### src/verilog/bridge_pkg.sv
// Shared constants, register map and carrier types for the half-bridge input control.
// Assumes a single 50 MHz clock domain and AXI4-Lite register access.
package bridge_pkg;
  localparam int          CLK_HZ            = 50_000_000;
  localparam int          OFF_TIME_US       = 30;
  localparam int          OFF_TIME_CYCLES   = (CLK_HZ / 1_000_000) * OFF_TIME_US;
  localparam logic [7:0]  ADDR_MODE         = 8'h00;
  localparam logic [7:0]  ADDR_COMMAND      = 8'h04;
  localparam logic [7:0]  ADDR_PIN_CONTROL  = 8'h08;
  localparam logic [7:0]  ADDR_COMBINE      = 8'h0C;
  localparam logic [7:0]  ADDR_STATUS       = 8'h10;
  localparam logic [1:0]  MODE_PH_EN        = 2'b00;
  localparam logic [1:0]  MODE_INDEPENDENT  = 2'b01;
  localparam logic [1:0]  MODE_RESET        = 2'b01;
  localparam logic [2:0]  UNLOCK_CODE       = 3'h5;
  localparam int          LOCK_LSB          = 0;
  localparam int          REG_DISABLE_A_BIT = 0;
  localparam int          REG_DISABLE_B_BIT = 1;
  localparam int          REG_INPUT_ONE_BIT = 2;
  localparam int          REG_INPUT_TWO_BIT = 3;
  localparam int          SEL_DISABLE_BIT   = 0;
  localparam int          SEL_ONE_BIT       = 1;
  localparam int          SEL_TWO_BIT       = 2;
  localparam int          TRIP_EN_BIT       = 2;
  localparam logic [3:0]  PIN_CONTROL_RESET = 4'h0;
  localparam logic [2:0]  COMBINE_RESET     = 3'h0;
  localparam logic [1:0]  RESP_OKAY         = 2'b00;
  localparam logic [1:0]  RESP_SLVERR       = 2'b10;

  typedef enum logic [1:0] {
    DRIVE_HIZ  = 2'b00,
    DRIVE_LOW  = 2'b01,
    DRIVE_HIGH = 2'b10
  } drive_type;

  typedef struct packed {
    logic sleep_bar_pin;
    logic driver_disable_pin;
    logic bridge_input_one;
    logic bridge_input_two;
  } pins_type;

  typedef struct packed {
    drive_type half_bridge_out_a;
    drive_type half_bridge_out_b;
    logic      sense_current_a;
    logic      sense_current_b;
  } drive_out_type;
endpackage

### src/verilog/pin_sync.sv
// Two-flop synchroniser for the external control pins.
// Assumes pins are asynchronous to aclk.
`timescale 1ns/100ps
module pin_sync #(
  parameter int WIDTH = 4
) (
  // Clock and reset
  input  wire logic             aclk,
  input  wire logic             aresetn,
  // Pins
  input  wire logic [WIDTH-1:0] async_in,
  output logic      [WIDTH-1:0] sync_out
);
  typedef struct packed {
    logic [WIDTH-1:0] first;
    logic [WIDTH-1:0] second;
  } state_type;
  state_type state;
  state_type next_state;

  always_comb begin
    next_state        = state;
    next_state.first  = async_in;
    next_state.second = state.first;
  end

  always_ff @(posedge aclk) begin
    if (!aresetn) begin
      state <= '0;
    end else begin
      state <= next_state;
    end
  end

  assign sync_out = state.second;
endmodule

### src/verilog/trip_timer.sv
// Fixed off-time timer started by the current trip comparator.
// Assumes the trip input is already synchronous to aclk.
`timescale 1ns/100ps
module trip_timer #(
  parameter int OFF_CYCLES = 1500
) (
  // Clock and reset
  input  wire logic aclk,
  input  wire logic aresetn,
  // Control
  input  wire logic start,
  input  wire logic cancel,
  output logic      active
);
  typedef struct packed {
    logic [15:0] count;
  } state_type;
  state_type state;
  state_type next_state;

  always_comb begin
    next_state = state;
    if (cancel) begin
      next_state.count = 16'h0000;
    end else if (start && state.count == 16'h0000) begin
      next_state.count = 16'(OFF_CYCLES);
    end else if (state.count != 16'h0000) begin
      next_state.count = state.count - 16'h0001;
    end
  end

  always_ff @(posedge aclk) begin
    if (!aresetn) begin
      state <= '0;
    end else begin
      state <= next_state;
    end
  end

  assign active = (state.count != 16'h0000);
endmodule

### src/verilog/half_bridge_input_control.sv
// Decodes sleep, disable and input pins with register bits into half-bridge drive states.
// Assumes pins are asynchronous, registers reached over AXI4-Lite on aclk.
`timescale 1ns/100ps
module half_bridge_input_control
  import bridge_pkg::*;
#(
  parameter bit REGISTER_VARIANT = 1'b1,
  parameter int OFF_CYCLES       = bridge_pkg::OFF_TIME_CYCLES
) (
  // Clock and reset
  input  wire logic                      aclk,
  input  wire logic                      aresetn,
  // Control pins
  input  wire bridge_pkg::pins_type      pins,
  input  wire logic                      current_trip_limit,
  // Drive outputs
  output bridge_pkg::drive_out_type      drive,
  output logic                           standby,
  // AXI4-Lite write
  input  wire logic [7:0]                s_axi_awaddr,
  input  wire logic                      s_axi_awvalid,
  output logic                           s_axi_awready,
  input  wire logic [31:0]               s_axi_wdata,
  input  wire logic [3:0]                s_axi_wstrb,
  input  wire logic                      s_axi_wvalid,
  output logic                           s_axi_wready,
  output logic [1:0]                     s_axi_bresp,
  output logic                           s_axi_bvalid,
  input  wire logic                      s_axi_bready,
  // AXI4-Lite read
  input  wire logic [7:0]                s_axi_araddr,
  input  wire logic                      s_axi_arvalid,
  output logic                           s_axi_arready,
  output logic [31:0]                    s_axi_rdata,
  output logic [1:0]                     s_axi_rresp,
  output logic                           s_axi_rvalid,
  input  wire logic                      s_axi_rready
);
  import bridge_pkg::*;

  typedef struct packed {
    logic [1:0]    mode;
    logic          unlocked;
    logic [3:0]    pin_control;
    logic [2:0]    combine;
    logic          trip_enable;
    logic          aw_held;
    logic [7:0]    aw_addr;
    logic          w_held;
    logic [31:0]   w_data;
    logic [3:0]    w_strb;
    logic          bvalid;
    logic [1:0]    bresp;
    logic          rvalid;
    logic [31:0]   rdata;
    logic [1:0]    rresp;
    logic          prev_one;
    logic          prev_two;
    drive_out_type drive;
    logic          standby;
    logic          awready;
    logic          wready;
    logic          arready;
  } state_type;

  state_type state;
  state_type next_state;
  logic [4:0] sync_pins;
  logic       timer_active;
  logic       timer_start;
  logic       timer_cancel;

  function automatic logic combine_bit(input logic pin, input logic bitv, input logic sel);
    combine_bit = sel ? (pin & bitv) : (pin | bitv);
  endfunction

  function automatic drive_type half_drive(input logic off, input logic level, input logic chop);
    if (off) begin
      half_drive = DRIVE_HIZ;
    end else if (level && !chop) begin
      half_drive = DRIVE_HIGH;
    end else begin
      half_drive = DRIVE_LOW;
    end
  endfunction

  pin_sync #(.WIDTH(5)) u_pin_sync (
    .aclk     (aclk),
    .aresetn  (aresetn),
    .async_in ({pins, current_trip_limit}),
    .sync_out (sync_pins)
  );

  trip_timer #(.OFF_CYCLES(OFF_CYCLES)) u_trip_timer (
    .aclk    (aclk),
    .aresetn (aresetn),
    .start   (timer_start),
    .cancel  (timer_cancel),
    .active  (timer_active)
  );

  pins_type sp;
  logic     trip_s;
  logic     use_regs;
  logic     in_one;
  logic     in_two;
  logic     off_a;
  logic     off_b;
  logic     indep;
  assign sp       = pins_type'(sync_pins[4:1]);
  assign trip_s   = sync_pins[0];
  assign use_regs = REGISTER_VARIANT && state.unlocked;
  assign indep    = (state.mode == MODE_INDEPENDENT);
  // Combined inputs
  assign in_one = use_regs ? combine_bit(sp.bridge_input_one,
                                         state.pin_control[REG_INPUT_ONE_BIT],
                                         state.combine[SEL_ONE_BIT])
                           : sp.bridge_input_one;
  assign in_two = use_regs ? combine_bit(sp.bridge_input_two,
                                         state.pin_control[REG_INPUT_TWO_BIT],
                                         state.combine[SEL_TWO_BIT])
                           : sp.bridge_input_two;
  assign off_a  = use_regs ? combine_bit(sp.driver_disable_pin,
                                         state.pin_control[REG_DISABLE_A_BIT],
                                         state.combine[SEL_DISABLE_BIT])
                           : sp.driver_disable_pin;
  assign off_b  = use_regs ? combine_bit(sp.driver_disable_pin,
                                         state.pin_control[REG_DISABLE_B_BIT],
                                         state.combine[SEL_DISABLE_BIT])
                           : sp.driver_disable_pin;
  // Trip starts only while some output sources current; input change cancels
  assign timer_start  = state.trip_enable && trip_s &&
                        (state.drive.sense_current_a || state.drive.sense_current_b);
  assign timer_cancel = (in_one != state.prev_one) || (in_two != state.prev_two);

  always_comb begin
    logic          wr_go;
    logic          rd_go;
    logic [31:0]   wd;
    drive_type     da;
    drive_type     db;
    wr_go = 1'b0;
    rd_go = 1'b0;
    wd    = 32'h0000_0000;
    da    = DRIVE_HIZ;
    db    = DRIVE_HIZ;
    next_state = state;
    next_state.prev_one = in_one;
    next_state.prev_two = in_two;
    // Bus handshakes
    if (!state.aw_held && s_axi_awvalid) begin
      next_state.aw_held = 1'b1;
      next_state.aw_addr = s_axi_awaddr;
    end
    if (!state.w_held && s_axi_wvalid) begin
      next_state.w_held = 1'b1;
      next_state.w_data = s_axi_wdata;
      next_state.w_strb = s_axi_wstrb;
    end
    if (state.bvalid && s_axi_bready) begin
      next_state.bvalid = 1'b0;
    end
    wr_go = state.aw_held && state.w_held && !state.bvalid;
    if (wr_go) begin
      next_state.aw_held = 1'b0;
      next_state.w_held  = 1'b0;
      next_state.bvalid  = 1'b1;
      next_state.bresp   = RESP_OKAY;
      wd = state.w_data;
      if (!state.w_strb[0]) begin
        next_state.bresp = RESP_OKAY;
      end else if (state.aw_addr == ADDR_MODE) begin
        next_state.mode        = wd[1:0];
        next_state.trip_enable = wd[TRIP_EN_BIT];
      end else if (state.aw_addr == ADDR_COMMAND) begin
        next_state.unlocked = (wd[LOCK_LSB +: 3] == UNLOCK_CODE);
      end else if (state.aw_addr == ADDR_PIN_CONTROL) begin
        next_state.pin_control = wd[3:0];
      end else if (state.aw_addr == ADDR_COMBINE) begin
        next_state.combine = wd[2:0];
      end else if (state.aw_addr != ADDR_STATUS) begin
        next_state.bresp = RESP_SLVERR;
      end
    end
    if (state.rvalid && s_axi_rready) begin
      next_state.rvalid = 1'b0;
    end
    rd_go = s_axi_arvalid && !state.rvalid;
    if (rd_go) begin
      next_state.rvalid = 1'b1;
      next_state.rresp  = RESP_OKAY;
      next_state.rdata  = 32'h0000_0000;
      if (s_axi_araddr == ADDR_MODE) begin
        next_state.rdata[2:0] = {state.trip_enable, state.mode};
      end else if (s_axi_araddr == ADDR_COMMAND) begin
        next_state.rdata[3] = state.unlocked;
      end else if (s_axi_araddr == ADDR_PIN_CONTROL) begin
        next_state.rdata[3:0] = state.pin_control;
      end else if (s_axi_araddr == ADDR_COMBINE) begin
        next_state.rdata[2:0] = state.combine;
      end else if (s_axi_araddr == ADDR_STATUS) begin
        next_state.rdata[7:0] = {timer_active, state.standby,
                                 state.drive.half_bridge_out_a,
                                 state.drive.half_bridge_out_b,
                                 state.drive.sense_current_a,
                                 state.drive.sense_current_b};
      end else begin
        next_state.rresp = RESP_SLVERR;
      end
    end
    // Drive decode; sleep only from its pin
    if (!sp.sleep_bar_pin) begin
      da = DRIVE_HIZ;
      db = DRIVE_HIZ;
    end else if (indep) begin
      da = half_drive(off_a, in_one, timer_active);
      db = half_drive(off_b, in_two, timer_active);
    end else begin
      da = half_drive(off_a, in_one, 1'b0);
      db = half_drive(off_a, in_two, 1'b0);
    end
    next_state.drive.half_bridge_out_a = da;
    next_state.drive.half_bridge_out_b = db;
    next_state.drive.sense_current_a   = (da == DRIVE_HIGH);
    next_state.drive.sense_current_b   = (db == DRIVE_HIGH);
    next_state.standby = sp.sleep_bar_pin && off_a && (off_b || !indep);
    next_state.awready = !next_state.aw_held;
    next_state.wready  = !next_state.w_held;
    next_state.arready = !next_state.rvalid;
  end

  always_ff @(posedge aclk) begin
    if (!aresetn) begin
      state             <= '0;
      state.mode        <= MODE_RESET;
      state.pin_control <= PIN_CONTROL_RESET;
      state.combine     <= COMBINE_RESET;
      state.awready     <= 1'b1;
      state.wready      <= 1'b1;
      state.arready     <= 1'b1;
    end else begin
      state <= next_state;
    end
  end

  assign drive         = state.drive;
  assign standby       = state.standby;
  assign s_axi_awready = state.awready;
  assign s_axi_wready  = state.wready;
  assign s_axi_bvalid  = state.bvalid;
  assign s_axi_bresp   = state.bresp;
  assign s_axi_arready = state.arready;
  assign s_axi_rvalid  = state.rvalid;
  assign s_axi_rdata   = state.rdata;
  assign s_axi_rresp   = state.rresp;

  a_sleep_hiz: assert property (@(posedge aclk) disable iff (!aresetn)
    !sp.sleep_bar_pin |=> drive.half_bridge_out_a == DRIVE_HIZ
                          && drive.half_bridge_out_b == DRIVE_HIZ)
    else $error("Sleep did not give Hi-Z");
  a_sense_high: assert property (@(posedge aclk) disable iff (!aresetn)
    drive.sense_current_a == (drive.half_bridge_out_a == DRIVE_HIGH))
    else $error("Sense flag a wrong");
  a_sense_none: assert property (@(posedge aclk) disable iff (!aresetn)
    standby |-> !drive.sense_current_a && !drive.sense_current_b)
    else $error("Sense current in standby");
  a_trip_low: assert property (@(posedge aclk) disable iff (!aresetn)
    timer_active && indep && sp.sleep_bar_pin
    |=> drive.half_bridge_out_a != DRIVE_HIGH)
    else $error("High output during off time");
  a_lock_pin: assert property (@(posedge aclk) disable iff (!aresetn)
    !use_regs |-> off_a == sp.driver_disable_pin && off_b == off_a)
    else $error("Register bits acted while locked");
  a_or_combine: assert property (@(posedge aclk) disable iff (!aresetn)
    use_regs && !state.combine[SEL_TWO_BIT]
    |-> in_two == (sp.bridge_input_two | state.pin_control[REG_INPUT_TWO_BIT]))
    else $error("OR combine wrong");
  a_and_combine: assert property (@(posedge aclk) disable iff (!aresetn)
    use_regs && state.combine[SEL_ONE_BIT]
    |-> in_one == (sp.bridge_input_one & state.pin_control[REG_INPUT_ONE_BIT]))
    else $error("AND combine wrong");
  a_split_hiz: assert property (@(posedge aclk) disable iff (!aresetn)
    sp.sleep_bar_pin && indep && off_a && !off_b
    |=> drive.half_bridge_out_a == DRIVE_HIZ && drive.half_bridge_out_b != DRIVE_HIZ)
    else $error("Split disable wrong");
  a_follow_in: assert property (@(posedge aclk) disable iff (!aresetn)
    sp.sleep_bar_pin && indep && !off_b && !timer_active
    |=> drive.half_bridge_out_b == ($past(in_two) ? DRIVE_HIGH : DRIVE_LOW))
    else $error("Output b does not follow input");
endmodule

### config.mk
export PLATFORM = sky130hd
export DESIGN_NAME = half_bridge_input_control
export DESIGN_NICKNAME = d
export VERILOG_FILES = /design/src/verilog/bridge_pkg.sv /design/src/verilog/pin_sync.sv /design/src/verilog/trip_timer.sv /design/src/verilog/half_bridge_input_control.sv
export SDC_FILE = /design/constraint.sdc
export NUM_CORES = 1
export LEC_CHECK = 0
export ABC_AREA = 1
export BUFFER_PORTS_ARGS = -buffer_cell sky130_fd_sc_hd__buf_2
export CELL_PAD_IN_SITES_DETAIL_PLACEMENT = 0
export CELL_PAD_IN_SITES_GLOBAL_PLACEMENT = 1
export CORE_ASPECT_RATIO = 1.4
export CORE_MARGIN = 5
export CORE_UTILIZATION = 39
export CTS_CLUSTER_DIAMETER = 60
export DETAILED_ROUTE_END_ITERATION = 16
export PLACE_DENSITY = 0.88
export SLEW_MARGIN = 15
export SYNTH_ARGS = -nofsm -noshare
export SYNTH_HDL_FRONTEND = slang
export SYNTH_SLANG_ARGS = --single-unit
### constraint.sdc
create_clock -name aclk -period 4 [get_ports aclk]
set_clock_uncertainty 0.2 [all_clocks]
set_input_delay 0.6 -clock aclk [delete_from_list [all_inputs] [get_ports aclk]]
set_output_delay 0.6 -clock aclk [all_outputs]
set_load 0.02 [all_outputs]
==> flow_summary.toml <==
[run_status]
outcome = "complete, no violations"

[floorplan]
rows = 42
fp.coreArea_sq_um = 9460
die_width_microns = 93.3
io_pins = 112
die_y_microns = 127
die_area_sq_um = 11800
start_util = 0.401

[layout]
multi_input_area_sq_um = 1750
drive_above_1_share = 0.159
n_antenna_cell = 0
post-route-util = 0.455
regArea_sq_um = 1520
syn_to_final_growth_pct = 13.5
num-nets-final = 659
n_fill_cell = 985

[cts]
cts-buffers-inserted = 9
h-tree-depth = 3
clk_pin_slew_ps = 60
cts-resized-gates = 0
cts_setup_buffers = 0
cts.sinks = 76
cts.path.max_buffers = 2
clock_latency_ps = 330
root_buffer = "clkbuf_16"
cts_tree = "built"
cts_hold_repair.buffers = 0

[pwr]
ir_drop_mv = 0.253
powerDensity_nw_per_um2 = 660
leakage_nw = 2.19

[synthesis]
avgSynthCellArea_sq_um = 6.87
ys_seq_elements = 76
synth_area_leaders = "dfxtp_1, nand2_1, nor2_1, buf_4, inv_1"
synthCells = 552
async_flop_share = 0
synth-edff-count = 0
yosysWarnings = 0
synth_top_area_frac = 0.401
synth-seq-area-share = 0.401
netlist_area_sq_um = 3790
ys.flop_type = "dfxtp_1"
yosys-top-cells-count = "nand2_1, nor2_1, dfxtp_1"
ys_types = 34
yosysMostFrequentCell = "nand2_1"
synth_top_cell_by_area = "dfxtp_1"

[sta]
min_period_ps = 1830
period_share = 0.457
report.final.slew_viol_count = 0
hold_viol = 0
final-setup-viol-count = 0
rsz0062_at_grt = "no"
clock.fmax_mhz = 547
worst_slack_ps = 2170
setup_tns_ps = 0

[global_route]
grt-ovfl-total = 0
grt_pass1_vias = 3146
antenna_found_initial = 0
grt_first_pass_wirelength_mm = 13.5
track_usage = 0.144
grt_max_degree = 43

[detailed_routing]
drt-total-wl_mm = 8.26
vias_per_cell = 4.62
drt_iter0_markers = 81
dr.pass1.iters = 4
drc_errors = 0
antenna_left = 0
avgRoutedWirePerCell_microns = 11.7
vias = 3268

[setup_path]
cp-end-kind = "register"
arrival_ps = 1860
critPathMaxFanout = 12
worstSetupPathType = "reg2reg"
start_kind = "register"
worst_ep_required_time_ps = 4030

[place]
gp_congestion = 0.869
post-place-ws_ps = 2100
portBuffers = 54
hpwl_mm = 6.46

[run]
drv_cap = 0

[hold_path]
hold_path.class = "reg2reg"
[state kept, by name (all words and copies together) (netlist names), 5 cells and up]
name and count:
state 27, drive 6, s_axi_rdata 8, u_trip_timer.state 16, u_pin_sync.sync_out 5, u_pin_sync.next_state 5
[cell families (layout without fill, tap and decap cells)]
family	Yosys count	count (layout)	synth area share
compound gates	58	58	0.0825
simple gates	289	289	0.333
xor+xnor	6	6	0.0139
buf+inv	120	141	0.161
other cells	1	26	0.000989
flops	76	76	0.401
fa+ha+maj	2	2	0.00660
[final timing paths]
| check | startpoint | endpoint | slack, ps | cells past startpoint |
|---|---|---|---|---|
| worst max-delay path | u_trip_timer.state[0] | u_trip_timer.state[8] | 2170 | 9 |
| worst min-delay path | u_pin_sync.next_state[4] | u_pin_sync.sync_out[4] | 210 | 2 |
| worst max register to register | u_trip_timer.state[0] | u_trip_timer.state[8] | 2170 | 9 |
| worst min register to register | u_pin_sync.next_state[4] | u_pin_sync.sync_out[4] | 210 | 2 |
[cell usage in the layout, fill, tap and decap left out]
master,count
o211ai_1,1
bufinv_16,3
clkinv_1,2
clkbuf_1,1
clkinv_2,1
nand2_2,2
conb_1,26
and2_1,2
nand3_1,40
buf_4,1
nor3_2,2
nand2_1,113
o21ai_2,1
buf_2,54
a21oi_4,1
nand3b_1,4
nand4_1,4
nor2_4,2
inv_2,3
clkbuf_8,2
nor3b_1,1
o21ai_0,33
a21oi_2,1
dfxtp_1,76
a21oi_1,17
nor2_2,8
nand2_4,1
xnor2_1,3
ha_1,2
xor2_1,3
inv_1,65
nor2_1,105
nand3_4,1
nor3_1,1
o21ai_1,3
a31oi_1,1
nand3_2,3
clkbuf_16,9
[per-layer routing]
| layer | vias to the layer above | wire [microns] | global-route usage |
|---|---|---|---|
| li1 | 1732 | - | - |
| met1 | 1453 | 3090 | 0.140 |
| met2 | 67 | 4600 | 0.275 |
| met3 | 16 | 363 | 0.0290 |
| met4 | 0 | 206 | 0.0794 |
| met5 | - | 0 | 0 |
[area by class of cell]
class / instances / area share
clock buffer: 12 / 0.0596
clock inverter: 4 / 0.0221
inverter: 70 / 0.0611
multi-input combinational: 381 / 0.407
sequential: 76 / 0.354
tap: 110 / 0.0320
timing repair buffer: 55 / 0.0646
[power breakdown]
group / total, W / switching (W) / internal, W
sequential: 0.000912 / 0.0000693 / 0.000843
combinational: 0.000983 / 0.000650 / 0.000333
clock: 0.000943 / 0.000301 / 0.000642
[worst max-delay path, cell delays in order (launching register included)]
cell	delay, ps
dfxtp_1	330
inv_1	100
ha_1	210
nand2_1	70
nor2_1	150
nand2_1	300
nand2_1	170
nand2_1	60
nand2_1	90
inv_1	50
[through the flow]
stage          hold WS (ps)  total power [W]  std cells  instance area, sq um
4_1_cts                 216          0.00287        708                  4300
3_3_place_gp            203          0.00188        692                  3950
2_1_floorplan           190          0.00174        577                  3880
6_report                212          0.00284        708                  4300
3_5_place_dp            203          0.00190        692                  3950
5_1_grt                 235          0.00305        708                  4300
No activity file was read; power rests on OpenSTA's default activity.
